File: src/rtl/bsfe_regs.svh
`ifndef BSFE_REGS_SVH
`define BSFE_REGS_SVH

`define ADDR_CMD 8'h00
`define ADDR_STATUS 8'h04
`define ADDR_SP 8'h08
`define ADDR_ERR 8'h0c
`define ADDR_WORK 8'h20
`define ADDR_WORK_LAST 8'h3c
`define ADDR_IO 8'h40
`define ADDR_IO_LAST 8'h5c

`define CMD_OP_LSB 0
`define CMD_D_LSB 8
`define CMD_R_LSB 12
`define CMD_B_LSB 16

`define FLAG_C 0
`define FLAG_Z 1
`define FLAG_N 2
`define FLAG_V 3
`define FLAG_S 4
`define FLAG_H 5
`define FLAG_T 6
`define FLAG_I 7

`define STATUS_RESET 8'h00
`define SP_RESET 4'hf
`define WORK_RESET 8'h00

`endif

File: src/rtl/bsfe_pkg.sv
`include "bsfe_regs.svh"

package bsfe_pkg;

  typedef enum logic [4:0] {
    OP_PUSH, OP_POP, OP_IO_BIT_SET, OP_IO_BIT_CLR,
    OP_LOG_SHL, OP_LOG_SHR, OP_ROT_LEFT, OP_ROT_RIGHT, OP_ARITH_SHR, OP_NIBBLE_SWAP,
    OP_STATUS_SET, OP_STATUS_CLR, OP_BIT_TO_T, OP_T_TO_BIT,
    OP_CARRY_SET, OP_CARRY_CLR, OP_NEG_SET, OP_NEG_CLR, OP_ZERO_SET, OP_ZERO_CLR,
    OP_IRQ_EN, OP_IRQ_DIS, OP_SIGN_SET, OP_SIGN_CLR, OP_OVF_SET, OP_OVF_CLR,
    OP_T_SET, OP_T_CLR
  } op_t;

  // named single-flag instructions; anything else leaves the status untouched
  function automatic logic [7:0] applyFlag(op_t op, logic [7:0] s);
    logic [7:0] r;
    r = s;
    case (op)
      OP_CARRY_SET: r[`FLAG_C] = 1'b1;
      OP_CARRY_CLR: r[`FLAG_C] = 1'b0;
      OP_NEG_SET: r[`FLAG_N] = 1'b1;
      OP_NEG_CLR: r[`FLAG_N] = 1'b0;
      OP_ZERO_SET: r[`FLAG_Z] = 1'b1;
      OP_ZERO_CLR: r[`FLAG_Z] = 1'b0;
      OP_IRQ_EN: r[`FLAG_I] = 1'b1;
      OP_IRQ_DIS: r[`FLAG_I] = 1'b0;
      OP_SIGN_SET: r[`FLAG_S] = 1'b1;
      OP_SIGN_CLR: r[`FLAG_S] = 1'b0;
      OP_OVF_SET: r[`FLAG_V] = 1'b1;
      OP_OVF_CLR: r[`FLAG_V] = 1'b0;
      OP_T_SET: r[`FLAG_T] = 1'b1;
      OP_T_CLR: r[`FLAG_T] = 1'b0;
      default: r = s;
    endcase
    return r;
  endfunction

  function automatic logic [7:0] bitMask(logic [2:0] b);
    return 8'h01 << b;
  endfunction

endpackage

File: src/rtl/bit_shift_flag_execute.sv
// Overview of operation
// (RULE_01) push stores the source register on the stack and pop loads the destination from it.
// (RULE_02) io bit set forces bit b of I/O register P to one, io bit clear to zero, others kept.
// (RULE_03) logical shifts move every bit one place and fill the vacated end with zero.
// (RULE_04) rotates pull carry into the vacated end and push the bit shifted out into carry.
// (RULE_05) arithmetic right shift moves bits 7..1 down one place and keeps bit 7.
// (RULE_06) nibble swap exchanges the low and high four bits of the destination at once.
// (RULE_07) status flag set writes one to status bit s and status flag clear writes zero.
// (RULE_08) bit to transfer flag copies source bit b into T; the reverse copies T into bit b.
// (RULE_09) carry, negative and zero flags each have their own set and clear touching only it.
// (RULE_10) global irq enable sets the I flag and global irq disable clears it.
// (RULE_11) sign and overflow flags each have their own set and clear.
// (RULE_12) T has its own set instruction and transfer flag clear clears it.
// (RULE_13) push writes at the stack pointer then decrements; pop increments then reads.
//
// Added by the designer: the AXI4-Lite slave port and the register offsets.
`timescale 1ns/100ps
`include "bsfe_regs.svh"
module bit_shift_flag_execute import bsfe_pkg::*; (
  input wire logic clk, // core clock
  input wire logic rst, // sync reset
  input wire logic awvalid, // axi write address valid
  output logic awready, // axi write address ready
  input wire logic [7:0] awaddr, // axi write address
  input wire logic wvalid, // axi write data valid
  output logic wready, // axi write data ready
  input wire logic [31:0] wdata, // axi write data
  input wire logic [3:0] wstrb, // axi byte strobes
  output logic bvalid, // axi response valid
  input wire logic bready, // axi response ready
  output logic [1:0] bresp, // axi write response
  input wire logic arvalid, // axi read address valid
  output logic arready, // axi read address ready
  input wire logic [7:0] araddr, // axi read address
  output logic rvalid, // axi read valid
  input wire logic rready, // axi read ready
  output logic [31:0] rdata, // axi read data
  output logic [1:0] rresp, // axi read response
  output logic [7:0] statusOut // status register to the core
);
  logic wrStrobe, wrErr, rdErr;
  logic [7:0] wrAddr, rdAddr;
  logic [31:0] wrData, rdData;
  logic [3:0] wrStrb;

  logic [7:0] work_q [8];
  logic [7:0] io_q [8];
  logic [7:0] stack_q [16];
  logic [7:0] status_q;
  logic [3:0] sp_q;
  logic badOp_q;

  function automatic logic addrOk(logic [7:0] a);
    return (a[1:0] == 2'h0) && ((a <= `ADDR_ERR) ||
      (a >= `ADDR_WORK && a <= `ADDR_WORK_LAST) || (a >= `ADDR_IO && a <= `ADDR_IO_LAST));
  endfunction

  axil_slave u_bus (
    .clk(clk),
    .rst(rst),
    .awvalid(awvalid),
    .awready(awready),
    .awaddr(awaddr),
    .wvalid(wvalid),
    .wready(wready),
    .wdata(wdata),
    .wstrb(wstrb),
    .bvalid(bvalid),
    .bready(bready),
    .bresp(bresp),
    .arvalid(arvalid),
    .arready(arready),
    .araddr(araddr),
    .rvalid(rvalid),
    .rready(rready),
    .rdata(rdata),
    .rresp(rresp),
    .wrStrobe(wrStrobe),
    .wrAddr(wrAddr),
    .wrData(wrData),
    .wrStrb(wrStrb),
    .wrErr(wrErr),
    .rdAddr(rdAddr),
    .rdData(rdData),
    .rdErr(rdErr)
  );

  // command decode
  wire wrLow = wrStrobe && wrStrb[0] && !wrErr;
  wire cmdWr = wrLow && wrAddr == `ADDR_CMD;
  wire swStatus = wrLow && wrAddr == `ADDR_STATUS;
  wire swSp = wrLow && wrAddr == `ADDR_SP;
  wire swErrClr = wrLow && wrAddr == `ADDR_ERR && wrData[0];
  wire swWork = wrLow && wrAddr[7:5] == 3'h1;
  wire swIo = wrLow && wrAddr[7:5] == 3'h2;
  wire [4:0] opRaw = wrData[`CMD_OP_LSB +: 5];
  wire op_t op = op_t'(opRaw);
  wire legalOp = opRaw <= 5'(OP_T_CLR);
  wire [2:0] dSel = wrData[`CMD_D_LSB +: 3];
  wire [2:0] rSel = wrData[`CMD_R_LSB +: 3];
  wire [2:0] bSel = wrData[`CMD_B_LSB +: 3];
  wire [7:0] dVal = work_q[dSel];
  wire [7:0] rVal = work_q[rSel];
  wire [7:0] ioVal = io_q[dSel];
  wire [3:0] spPlus = sp_q + 4'h1;
  wire [3:0] spMinus = sp_q - 4'h1;

  logic [7:0] shRes;
  logic shCarry;
  shift_unit u_shift (
    .op(op),
    .din(dVal),
    .cin(status_q[`FLAG_C]),
    .dout(shRes),
    .cout(shCarry)
  );

  logic workWe, ioWe, stackWe;
  logic [7:0] workVal, ioVal_d, status_d;
  logic [3:0] sp_d;

  always_comb begin
    workWe = 1'b0;
    ioWe = 1'b0;
    stackWe = 1'b0;
    workVal = dVal;
    ioVal_d = ioVal;
    status_d = status_q;
    sp_d = sp_q;
    if (cmdWr && legalOp) begin
      case (op)
        OP_PUSH: begin
          stackWe = 1'b1; // RULE_01
          sp_d = spMinus; // RULE_13
        end
        OP_POP: begin
          workWe = 1'b1;
          workVal = stack_q[spPlus]; // RULE_01 RULE_13
          sp_d = spPlus; // RULE_13
        end
        OP_IO_BIT_SET: begin
          ioWe = 1'b1;
          ioVal_d = ioVal | bitMask(bSel); // RULE_02
        end
        OP_IO_BIT_CLR: begin
          ioWe = 1'b1;
          ioVal_d = ioVal & ~bitMask(bSel); // RULE_02
        end
        OP_LOG_SHL, OP_LOG_SHR, OP_ROT_LEFT, OP_ROT_RIGHT, OP_ARITH_SHR,
        OP_NIBBLE_SWAP: begin
          workWe = 1'b1;
          workVal = shRes; // RULE_03 RULE_05 RULE_06
          status_d[`FLAG_C] = shCarry; // RULE_04
        end
        OP_STATUS_SET: status_d[bSel] = 1'b1; // RULE_07
        OP_STATUS_CLR: status_d[bSel] = 1'b0; // RULE_07
        OP_BIT_TO_T: status_d[`FLAG_T] = rVal[bSel]; // RULE_08
        OP_T_TO_BIT: begin
          workWe = 1'b1;
          workVal[bSel] = status_q[`FLAG_T]; // RULE_08
        end
        // single-flag instructions share one table
        default: status_d = applyFlag(op, status_q); // RULE_09 RULE_10 RULE_11 RULE_12
      endcase
    end
  end

  always_ff @(posedge clk) begin
    if (rst) begin
      status_q <= `STATUS_RESET;
      sp_q <= `SP_RESET;
      badOp_q <= 1'b0;
    end else begin
      status_q <= swStatus ? wrData[7:0] : status_d;
      sp_q <= swSp ? wrData[3:0] : sp_d;
      // a bad command in the clearing write itself cannot happen: one write at a time
      badOp_q <= (cmdWr && !legalOp) || (badOp_q && !swErrClr);
    end
  end

  always_ff @(posedge clk) begin
    if (rst) begin
      for (int i = 0; i < 8; i++) begin
        work_q[i] <= `WORK_RESET;
        io_q[i] <= `WORK_RESET;
      end
    end else begin
      if (workWe) begin
        work_q[dSel] <= workVal;
      end else if (swWork) begin
        work_q[wrAddr[4:2]] <= wrData[7:0];
      end
      if (ioWe) begin
        io_q[dSel] <= ioVal_d;
      end else if (swIo) begin
        io_q[wrAddr[4:2]] <= wrData[7:0];
      end
    end
  end

  // stack contents are not reset, as in a plain data memory
  always_ff @(posedge clk) begin
    if (stackWe) begin
      stack_q[sp_q] <= rVal; // RULE_01 RULE_13
    end
  end

  assign statusOut = status_q;
  assign wrErr = !addrOk(wrAddr);
  assign rdErr = !addrOk(rdAddr);

  always_comb begin
    rdData = 32'h0;
    if (rdAddr == `ADDR_STATUS) begin
      rdData = {24'h0, status_q};
    end else if (rdAddr == `ADDR_SP) begin
      rdData = {28'h0, sp_q};
    end else if (rdAddr == `ADDR_ERR) begin
      rdData = {31'h0, badOp_q};
    end else if (rdAddr[7:5] == 3'h1) begin
      rdData = {24'h0, work_q[rdAddr[4:2]]};
    end else if (rdAddr[7:5] == 3'h2) begin
      rdData = {24'h0, io_q[rdAddr[4:2]]};
    end
  end

  // snapshot of each executed command for the checks below
  logic exValid_q;
  op_t exOp_q;
  logic [2:0] exD_q, exB_q;
  logic [7:0] exOld_q, exSrc_q, exIo_q, exStatus_q;
  logic [3:0] exSp_q;

  always_ff @(posedge clk) begin
    if (rst) begin
      exValid_q <= 1'b0;
    end else begin
      exValid_q <= cmdWr && legalOp;
    end
    exOp_q <= op;
    exD_q <= dSel;
    exB_q <= bSel;
    exOld_q <= dVal;
    exSrc_q <= rVal;
    exIo_q <= ioVal;
    exStatus_q <= status_q;
    exSp_q <= sp_q;
  end
endmodule

File: src/rtl/shift_unit.sv
`timescale 1ns/100ps
module shift_unit import bsfe_pkg::*; (
  input wire op_t op, // operation
  input wire logic [7:0] din, // destination value
  input wire logic cin, // carry in
  output logic [7:0] dout, // result
  output logic cout // carry out
);
  always_comb begin
    dout = din;
    cout = cin;
    case (op)
      OP_LOG_SHL: dout = {din[6:0], 1'b0}; // RULE_03
      OP_LOG_SHR: dout = {1'b0, din[7:1]}; // RULE_03
      OP_ROT_LEFT: begin
        dout = {din[6:0], cin}; // RULE_04
        cout = din[7]; // RULE_04
      end
      OP_ROT_RIGHT: begin
        dout = {cin, din[7:1]}; // RULE_04
        cout = din[0]; // RULE_04
      end
      OP_ARITH_SHR: dout = {din[7], din[7:1]}; // RULE_05
      OP_NIBBLE_SWAP: dout = {din[3:0], din[7:4]}; // RULE_06
      default: dout = din;
    endcase
  end
endmodule

File: src/rtl/axil_slave.sv
`timescale 1ns/100ps
module axil_slave (
  input wire logic clk, // core clock
  input wire logic rst, // sync reset
  input wire logic awvalid, // write address valid
  output logic awready, // write address ready
  input wire logic [7:0] awaddr, // write address
  input wire logic wvalid, // write data valid
  output logic wready, // write data ready
  input wire logic [31:0] wdata, // write data
  input wire logic [3:0] wstrb, // byte strobes
  output logic bvalid, // response valid
  input wire logic bready, // response ready
  output logic [1:0] bresp, // write response
  input wire logic arvalid, // read address valid
  output logic arready, // read address ready
  input wire logic [7:0] araddr, // read address
  output logic rvalid, // read valid
  input wire logic rready, // read ready
  output logic [31:0] rdata, // read data
  output logic [1:0] rresp, // read response
  output logic wrStrobe, // register write pulse
  output logic [7:0] wrAddr, // register write address
  output logic [31:0] wrData, // register write data
  output logic [3:0] wrStrb, // register write strobes
  input wire logic wrErr, // address unmapped
  output logic [7:0] rdAddr, // register read address
  input wire logic [31:0] rdData, // register read data
  input wire logic rdErr // address unmapped
);
  logic awHeld_q, wHeld_q, bvalid_q, rvalid_q;
  logic [7:0] awAddr_q;
  logic [31:0] wData_q, rdata_q;
  logic [3:0] wStrb_q;
  logic [1:0] bresp_q, rresp_q;

  // one write in flight; address and data may come in either order
  assign awready = !awHeld_q && !bvalid_q;
  assign wready = !wHeld_q && !bvalid_q;
  assign arready = !rvalid_q;
  assign wrStrobe = awHeld_q && wHeld_q;
  assign wrAddr = awAddr_q;
  assign wrData = wData_q;
  assign wrStrb = wStrb_q;
  assign rdAddr = araddr;
  assign bvalid = bvalid_q;
  assign bresp = bresp_q;
  assign rvalid = rvalid_q;
  assign rdata = rdata_q;
  assign rresp = rresp_q;

  always_ff @(posedge clk) begin
    if (rst) begin
      awHeld_q <= 1'b0;
      wHeld_q <= 1'b0;
      bvalid_q <= 1'b0;
      awAddr_q <= 8'h00;
      wData_q <= 32'h0;
      wStrb_q <= 4'h0;
      bresp_q <= 2'h0;
    end else begin
      if (awvalid && awready) begin
        awHeld_q <= 1'b1;
        awAddr_q <= awaddr;
      end
      if (wvalid && wready) begin
        wHeld_q <= 1'b1;
        wData_q <= wdata;
        wStrb_q <= wstrb;
      end
      if (wrStrobe) begin
        awHeld_q <= 1'b0;
        wHeld_q <= 1'b0;
        bvalid_q <= 1'b1;
        bresp_q <= wrErr ? 2'h2 : 2'h0;
      end else if (bvalid_q && bready) begin
        bvalid_q <= 1'b0;
      end
    end
  end

  always_ff @(posedge clk) begin
    if (rst) begin
      rvalid_q <= 1'b0;
      rdata_q <= 32'h0;
      rresp_q <= 2'h0;
    end else if (arvalid && arready) begin
      rvalid_q <= 1'b1;
      rdata_q <= rdErr ? 32'h0 : rdData;
      rresp_q <= rdErr ? 2'h2 : 2'h0;
    end else if (rvalid_q && rready) begin
      rvalid_q <= 1'b0;
    end
  end
endmodule

File: config.mk
export PLATFORM = sky130hd
export DESIGN_NAME = bit_shift_flag_execute
export DESIGN_NICKNAME = d
export VERILOG_FILES = /design/src/rtl/bsfe_pkg.sv /design/src/rtl/bit_shift_flag_execute.sv /design/src/rtl/shift_unit.sv /design/src/rtl/axil_slave.sv
export VERILOG_INCLUDE_DIRS = /design/src /design/src/rtl
export SDC_FILE = /design/constraint.sdc
export NUM_CORES = 1
export LEC_CHECK = 0
export ABC_CLOCK_PERIOD_IN_PS = 10360
export BUFFER_PORTS_ARGS = -buffer_cell sky130_fd_sc_hd__buf_2
export CAP_MARGIN = 20
export CORE_MARGIN = 4
export CORE_UTILIZATION = 55
export CTS_CLUSTER_SIZE = 16
export DETAILED_ROUTE_END_ITERATION = 16
export GPL_TIMING_DRIVEN = 0
export PLACE_DENSITY = 0.79
export REMOVE_ABC_BUFFERS = 1
export SLEW_MARGIN = 20
export SYNTH_ARGS = -nofsm -noshare
export SYNTH_HDL_FRONTEND = slang
export SYNTH_SLANG_ARGS = --single-unit
File: constraint.sdc
create_clock -name clk -period 10.36 [get_ports clk]
set_clock_uncertainty 0.2 [all_clocks]
set_input_delay 2.072 -clock clk [delete_from_list [all_inputs] [get_ports clk]]
set_output_delay 2.072 -clock clk [all_outputs]
set_load 0.05 [all_outputs]
==> results of run 1 <==
==> cell type report <==
type	instances	area, µm²
flip-flops and latches	315	8877
inverters	10	37.54
fillers	2249	11450
repair buffers	74	496.7
well taps	390	488.0
clock buffers	48	944.7
multi-input cells	951	7358
clock inverters	14	145.1
==> per-layer routing <==
layer	wire [µm]	vias up	share of wire	GRT usage
met4	1923	0	0.042	0.1009
met2	21360	745	0.47	0.4240
met3	4761	129	0.10	0.05162
met1	17750	5871	0.39	0.3779
li1	-	5256	-	-
met5	0	-	0	0
==> flip-flops by register name, summed over array words and instances, names as in the netlist, named ones only <==
register / flops
u_bus.wHeld_q: 1
io_q: 64
u_bus.rresp: 1
badOp_q: 1
work_q: 64
stack_q: 128
u_bus.rdata: 8
statusOut: 8
u_bus.awHeld_q: 1
u_bus.bresp: 1
sp_q: 4
u_bus.rvalid: 1
u_bus.wrAddr: 8
u_bus.wrData: 17
u_bus.bvalid: 1
u_bus.wrStrb: 1
==> cell families after synthesis <==
| kind of cell | after synthesis | synth area share |
|---|---|---|
| AO/OA/AOI/OAI | 237 | 0.1005 |
| other | 1 | 0.0002245 |
| multiplexers | 184 | 0.1715 |
| flip-flops | 315 | 0.5309 |
| buffers and inverters | 134 | 0.03984 |
| AND/OR/NAND/NOR | 494 | 0.1507 |
| XOR/XNOR | 5 | 0.002622 |
| adder cells (fa/ha/maj) | 5 | 0.003745 |
==> cell usage in the layout, fill, tap and decap left out, types with 15 or more instances in the layout <==
cell | netlist | final
edfxtp_1 | 256 | 256
nor2_1 | 151 | 151
nand2_1 | 113 | 113
mux4_2 | 79 | 79
mux2i_1 | 77 | 77
a21oi_1 | 71 | 71
buf_2 | 24 | 60
nor3_1 | 61 | 58
dfxtp_1 | 59 | 54
nand2b_1 | 41 | 41
clkbuf_16 | 0 | 35
mux2_2 | 28 | 28
conb_1 | 1 | 26
o21ai_0 | 23 | 23
nor2b_1 | 22 | 22
a211oi_1 | 21 | 20
o22ai_1 | 18 | 17
a22oi_1 | 15 | 15
nand3_1 | 15 | 15
==> metrics by stage <==
stage               power [mW]  hold slack, ns
floorplan                1.685          0.2257
CTS                      2.992          0.2548
global placement         1.800          0.2261
detailed placement       1.819          0.2476
global route             3.076          0.2793
finish                   2.995          0.2497
==> power by group <==
part           internal [mW]  switching [mW]
Sequential              1.41          0.0467
Combinational          0.116           0.232
Clock                  0.692           0.499
==> path summary, 6_finish.rpt <==
check	endpoint	start	cells past startpoint	slack [ns]
worst max register to register	io_q[5][1]	u_bus.wrData[2]	6	6.39
worst min-delay path	u_bus.rdata[2]	u_bus.rdata[2]	2	0.25
worst max-delay path	work_q[1][3]	rst	6	5.25
worst min register to register	u_bus.rdata[2]	u_bus.rdata[2]	2	0.25
==> worst reg2reg max path, stage by stage (launching register included) <==
cell	delay, ns
dfxtp_1	1.01
nand2b_1	0.24
nor3_1	0.15
and3_1	0.35
or2_2	0.31
a32oi_1	0.80
nand2b_1	0.54
==> impl_metrics.toml, run 1 <==
[clocking]
cts_buffer_depth = 3
post_cts_buffers = 0
clock_latency_ns = 0.53
ctsHoldBuffers = 0
htree_levels = 2
numClockSinks = 315
cts_resized = 0
cts.clk_slew.worst_paths_ns = 0.06
cts_buffers = 34
cts_tree = "built"
root_buffer = "clkbuf_16"

[placed_design]
dpl.hpwl_um = 30930
place_area_um2 = 17260
place_ws_ns = 4.863
port-buffer-count = 63
gp_congestion = 0.9590
place_inst = 1740

[yosys]
synth_ff_type = "edfxtp_1"
synth_edf_count = 256
synth_top_cell_by_area = "edfxtp_1"
ys_top_cells_by_area = "edfxtp_1 46%, mux4_2 11%, dfxtp_1 7.1%"
synth.most_common_cell = "edfxtp_1"
yosysUniqueCellTypes = 80
netlist_area_um2 = 16710
synthTopCellsByCount = "256 x edfxtp_1, 151 x nor2_1, 113 x nand2_1"
yosysWarnings = 0
synth_top_area_share = 0.4602
syn_inst = 1375
async_flop_share = 0
ys_seq_area_frac = 0.5309
synth_seq_cells = 315
synth_area_per_cell_um2 = 12.15

[detailed_routing]
final_antenna_net_count = 0
drtIter0Drc = 1691
routedWlPerCell_um = 25.42
wl_um = 45800
drc = 0
dr.pass1.iters = 7
vias_per_cell = 6.660
vias = 12001

[setup_path]
max_stage_delay_ns = 0.74
cp-end-kind = "register"
critical-path-top-delay-family = "simple AND/OR/NAND/NOR gates"
path_cells = "buf_4 > or3b_2 > or3_1 > nor2_1 > o22ai_2 > nand2b_1"
critPathBufInv = 1
path_class = "in2reg"
arrival_ns = 5.02
cp.required_ns = 10.27
cp_slowest_cell = "o22ai_2"
start_kind = "input port"
crit_fanout = 74

[pwr]
pwr_density_cell_nw_per_um2 = 163.2
p_leak_nw = 6.279
irDropWorstVdd_v = 0.0001596

[die]
core-area_um2 = 29800
io_pins = 108
dieHeight_um = 182.3
start_util = 0.5607
num_rows = 63
die_x_um = 182.3
die_area_um2 = 33230

[sta]
clock.fmax_ghz = 0.1957
finalMaxSlewViolations = 0
grt_setup_unrepaired = "false"
setup_tns_ns = 0
fin_crit_ns = 5.109
fin_ws_ns = 5.251
setup_violations = 0
worstMarginPinSlew_ns = 1.087
fin_crit_sh = 0.4932
hold_viol_final = 0
maxSlewHeadroom = 0.2706

[final_layout]
fin_cells = 1802
stdcell_area_um2 = 18350
area_growth_syn_to_layout_pct = 9.826
antennaDiodeCount = 0
nets = 1450
fin_util = 0.6158
layout-drive-gt1-share = 0.2033

[grt]
antenna_found_initial = 0
grt_pass1_wl_um = 69360
grt_overflow = 0
grt_max_degree = 75
track_usage = 0.2698
grt_pass1_vias = 11505

[status]
status = "complete, no violations"

[hold_path]
hold_path.class = "reg2reg"

[run]
cap_violations = 0
Power figures use the tool's default switching activity.
==> run 2: changes to the inputs <==
- ABC_AREA: unset -> 1
- ABC_CLOCK_PERIOD_IN_PS: 10360 -> 5000
- clock period: 10.36 -> 5 ns (I/O delays scaled with it)
==> impl_metrics.toml, run 2 <==
[yosys]
synth_area_per_cell_um2 = 8.351
yosysWarnings = 0
synth_top_area_share = 0.4564
ys_top_cells_by_area = "edfxtp_1 46%, nand2_1 8.5%, dfxtp_1 7.0%"
netlist_area_um2 = 16840
ys_seq_area_frac = 0.5265
synth_top_cell_by_area = "edfxtp_1"
synth_ff_type = "edfxtp_1"
synthTopCellsByCount = "383 x nand2_1, 299 x nor2_1, 256 x edfxtp_1"
synth.most_common_cell = "nand2_1"
syn_inst = 2017
synth_edf_count = 256
yosysUniqueCellTypes = 46
synth_seq_cells = 315
async_flop_share = 0

[detailed_routing]
dr.pass1.iters = 8
vias = 15109
routedWlPerCell_um = 21.53
drc = 0
drtIter0Drc = 2512
final_antenna_net_count = 0
wl_um = 52450
vias_per_cell = 6.202

[sta]
hold_slack_ns = 0.2697
worstMarginPinSlew_ns = 1.209
fin_crit_ns = 4.272
setup_violations = 0
clock.fmax_ghz = 0.2341
fin_crit_sh = 0.8545
finalMaxSlewViolations = 0
grt_setup_unrepaired = "false"
hold_viol_final = 0
maxSlewHeadroom = 0.1878

[grt]
grt_overflow = 0
track_usage = 0.3019
grt_max_degree = 71
antenna_found_initial = 1
grt_pass1_vias = 14266
grt_pass1_wl_um = 79070

[setup_path]
cp-end-kind = "register"
path_class = "reg2reg"
cp.required_ns = 5.04
arrival_ns = 4.31
start_kind = "register"
crit_fanout = 70

[final_layout]
nets = 2088
layout_commonest_cell = "nand2_1"
reg_top3 = "stack_q x128, io_q x64, work_q x64"
area_growth_syn_to_layout_pct = 9.307
layout-drive-gt1-share = 0.08847
antennaDiodeCount = 0
top_register = "stack_q"
fin_util = 0.6147
largest_reg_flops = 128
final_cell_mix = "383 x nand2_1, 296 x nor2_1, 256 x edfxtp_1"
stdcell_area_um2 = 18410

[run]
cap_violations = 0

[placed_design]
port-buffer-count = 63
dpl.hpwl_um = 35340
place_area_um2 = 17310
gp_congestion = 0.9929

[clocking]
clock_latency_ns = 0.52
cts.clk_slew.worst_paths_ns = 0.06
cts_buffers = 35
cts_buffer_depth = 3
ctsHoldBuffers = 0
cts_resized = 0
cts_tree = "built"
numClockSinks = 315
post_cts_buffers = 0
htree_levels = 2
root_buffer = "clkbuf_16"

[hold_path]
hold_path.class = "reg2reg"

[pwr]
irDropWorstVdd_v = 0.0002895
power.total_mw = 6.402
pwr_density_cell_nw_per_um2 = 347.7
p_leak_nw = 7.038

[die]
core-area_um2 = 29950
start_util = 0.5624
dieHeight_um = 183.0
num_rows = 63
die_area_um2 = 33490
io_pins = 108
die_x_um = 183.0

[status]
status = "complete, no violations"
==> run 2: cell types whose count changed in the layout (fill, tap and decap cells not counted), sizes merged, moves of 41 or more <==
cell	previous run	this run
mux4	79	0
inv	11	163
a21oi	73	176
o211ai	4	61
o21ai	27	229
nand2	113	389
nand2b	41	0
mux2i	77	1
nand3	15	165
nor3	66	13
nor2	151	300
==> run 2: through the flow <==
step           setup TNS, ns  setup WS (ns)  std cells
3_5_place_dp               0         0.4723       2377
3_3_place_gp         -233.50         -2.745       2371
2_1_floorplan              0        0.08285       1918
4_1_cts                    0         0.8542       2436
5_1_grt                    0         0.4698       2436
6_report                   0         0.7276       2436
==> run 2: final timing paths <==
check | from | end | slack, ns | cells after the start
setup reg to reg | sp_q[0] | work_q[6][0] | 0.73 | 12
setup / recovery | sp_q[0] | work_q[6][0] | 0.73 | 12
hold reg to reg | u_bus.rdata[2] | u_bus.rdata[2] | 0.27 | 2
hold / removal | u_bus.rdata[2] | u_bus.rdata[2] | 0.27 | 2
==> run 2: where the power goes <==
part	switching (mW)	internal, mW	total, mW	leakage, nW
clock network	1.03	1.45	2.48	0.537
logic	0.671	0.204	0.874	3.54
registers	0.0989	2.95	3.05	2.96
==> run 2: cell type report <==
| class | instances | area (µm²) |
|---|---|---|
| fillers | 2553 | 11540 |
| well taps | 390 | 488.0 |
| repair buffers | 69 | 460.4 |
| inverters | 165 | 621.8 |
| clock buffers | 42 | 942.2 |
| multi-input cells | 1438 | 6865 |
| flip-flops and latches | 315 | 8879 |
| clock inverters | 17 | 156.4 |
==> run 2: cells by family after synthesis <==
logic type | after synthesis | share of synthesized area
compound gates | 502 | 0.1673
xor+xnor | 3 | 0.002674
fa+ha+maj | 5 | 0.003714
buf+inv | 289 | 0.07301
flops | 315 | 0.5265
mux | 1 | 0.0005942
other cells | 1 | 0.0002226
simple gates | 901 | 0.2260
==> run 2: worst max-delay path, stage by stage, from the launching register on <==
cell and delay, ns:
dfxtp_4 0.82, inv_4 0.43, ha_2 0.92, buf_16 0.25, nor2_1 0.06, o21ai_0 0.07, o211ai_1 0.12, nand3_1 0.21
nand2_1 0.13, nand2_1 0.15, nand3_1 0.11, nand2_1 0.31, a21oi_1 0.12
==> run 2: layer usage <==
layer | routed length (µm) | share of wire | up-vias | global-route usage
met3 | 5954 | 0.11 | 227 | 0.05891
met2 | 23710 | 0.45 | 1067 | 0.4815
met5 | 12 | 0.00023 | - | 0
li1 | - | - | 6900 | -
met4 | 3119 | 0.059 | 2 | 0.1538
met1 | 19660 | 0.37 | 6913 | 0.3956
==> run 3: changes to the inputs <==
- ABC_CLOCK_PERIOD_IN_PS: 5000 -> 5040
- PLACE_DENSITY: 0.79 -> 0.76
- clock period: 5 -> 5.04 ns (I/O delays scaled with it)
==> impl_metrics.toml, run 3 (synthesized netlist as in run 2, its figures left out) <==
[grt]
grt_max_degree = 71
track_usage = 0.2998
grt_pass1_wl_um = 78780
grt_overflow = 0
antenna_found_initial = 0
grt_pass1_vias = 14209

[setup_path]
start_kind = "register"
cp-end-kind = "register"
cp-startpoint = "u_bus.wrData[0]"
cp.required_ns = 4.98
crit_fanout = 13
path_class = "reg2reg"
timing.rr.end = "work_q[4][1]"
crit_end = "work_q[4][1]"
r2r_start = "u_bus.wrData[0]"
reg2reg_slack_ns = 0.76
reg2reg_depth = 8
arrival_ns = 4.22

[clocking]
numClockSinks = 315
cts_buffers = 35
clock_latency_ns = 0.52
cts.clk_slew.worst_paths_ns = 0.06
ctsHoldBuffers = 0
post_cts_buffers = 0
cts_tree = "built"
cts_resized = 0
root_buffer = "clkbuf_16"
htree_levels = 2
cts_buffer_depth = 3

[die]
io_pins = 108
start_util = 0.5624
dieHeight_um = 183.0
num_rows = 63
die_area_um2 = 33490
die_x_um = 183.0
core-area_um2 = 29950

[sta]
grt_setup_unrepaired = "false"
hold_slack_ns = 0.2567
clock.fmax_ghz = 0.2338
fin_crit_sh = 0.8488
fin_crit_ns = 4.278
fin_ws_ns = 0.7621
finalMaxSlewViolations = 0
worstMarginPinSlew_ns = 1.165
maxSlewHeadroom = 0.2208
setup_violations = 0
hold_viol_final = 0
setup_tns_ns = 0

[final_layout]
fin_cells = 2440
reg_top3 = "stack_q x128, io_q x64, work_q x64"
fin_util = 0.6176
area_growth_syn_to_layout_pct = 9.827
largest_reg_flops = 128
top_register = "stack_q"
layout-drive-gt1-share = 0.08732
layout_commonest_cell = "nand2_1"
final_cell_mix = "383 x nand2_1, 296 x nor2_1, 256 x edfxtp_1"
stdcell_area_um2 = 18500
nets = 2089
antennaDiodeCount = 0

[detailed_routing]
vias = 15012
dr.pass1.iters = 9
final_antenna_net_count = 0
wl_um = 51800
drc = 0
drtIter0Drc = 2097
vias_per_cell = 6.152
routedWlPerCell_um = 21.23

[placed_design]
place_inst = 2378
port-buffer-count = 63
dpl.hpwl_um = 35110
gp_congestion = 0.9928
place_area_um2 = 17330
place_ws_ns = 0.5431

[status]
status = "complete, no violations"

[pwr]
p_leak_nw = 7.073
irDropWorstVdd_v = 0.0002987
power.total_mw = 6.466
pwr_density_cell_nw_per_um2 = 349.5

[hold_path]
hold_path.class = "reg2reg"

[run]
cap_violations = 0
## run 3: changes by cell type in the layout (fill, tap and decap cells not counted), sizes merged
cell      delta
buf          +1
clkbuf       +4
bufinv       +1
clkinvlp     -1
inv          -1
## run 3: worst max-delay path, cell delays in order, from the launching register on
cell	delay, ns
dfxtp_1	0.70
inv_1	0.43
nor2_1	0.29
nand2_1	0.25
nand3_1	0.17
nand3_1	0.45
o21ai_4	0.53
nand3_2	0.35
nand2_1	0.51
## run 3: worst min-delay path by stage
stage | startpoint | endpoint | slack (ns) | cells after the start
floorplan | u_bus.wrStrb[0] | u_bus.wrStrb[0] | 0.23 | 2
global route | u_bus.wrStrb[0] | u_bus.wrStrb[0] | 0.27 | 2
detailed placement | u_bus.wrStrb[0] | u_bus.wrStrb[0] | 0.25 | 2
global placement | u_bus.wrStrb[0] | u_bus.wrStrb[0] | 0.24 | 2
CTS | u_bus.wrStrb[0] | u_bus.wrStrb[0] | 0.26 | 2
finish | u_bus.wrStrb[0] | u_bus.wrStrb[0] | 0.26 | 2
## run 3: metal layers
layer | vias up | share of wire | track usage
met5 | - | 0 | 0
met2 | 930 | 0.47 | 0.4886
met1 | 7003 | 0.38 | 0.3972
met3 | 170 | 0.10 | 0.05315
met4 | 0 | 0.046 | 0.1302
li1 | 6909 | - | -
## run 3: final cells by class
cell class              instances  area (µm²)
multi-input cells            1438        6870
clock inverters                16       156.4
clock buffers                  46        1012
inverters                     165       621.8
repair buffers                 70       473.0
fillers                      2476       11450
well taps                     390       488.0
flip-flops and latches        315        8879
## run 3: power by group
| part | switching [mW] | internal, mW |
|---|---|---|
| Clock | 1.01 | 1.57 |
| Combinational | 0.659 | 0.205 |
| Sequential | 0.0932 | 2.93 |
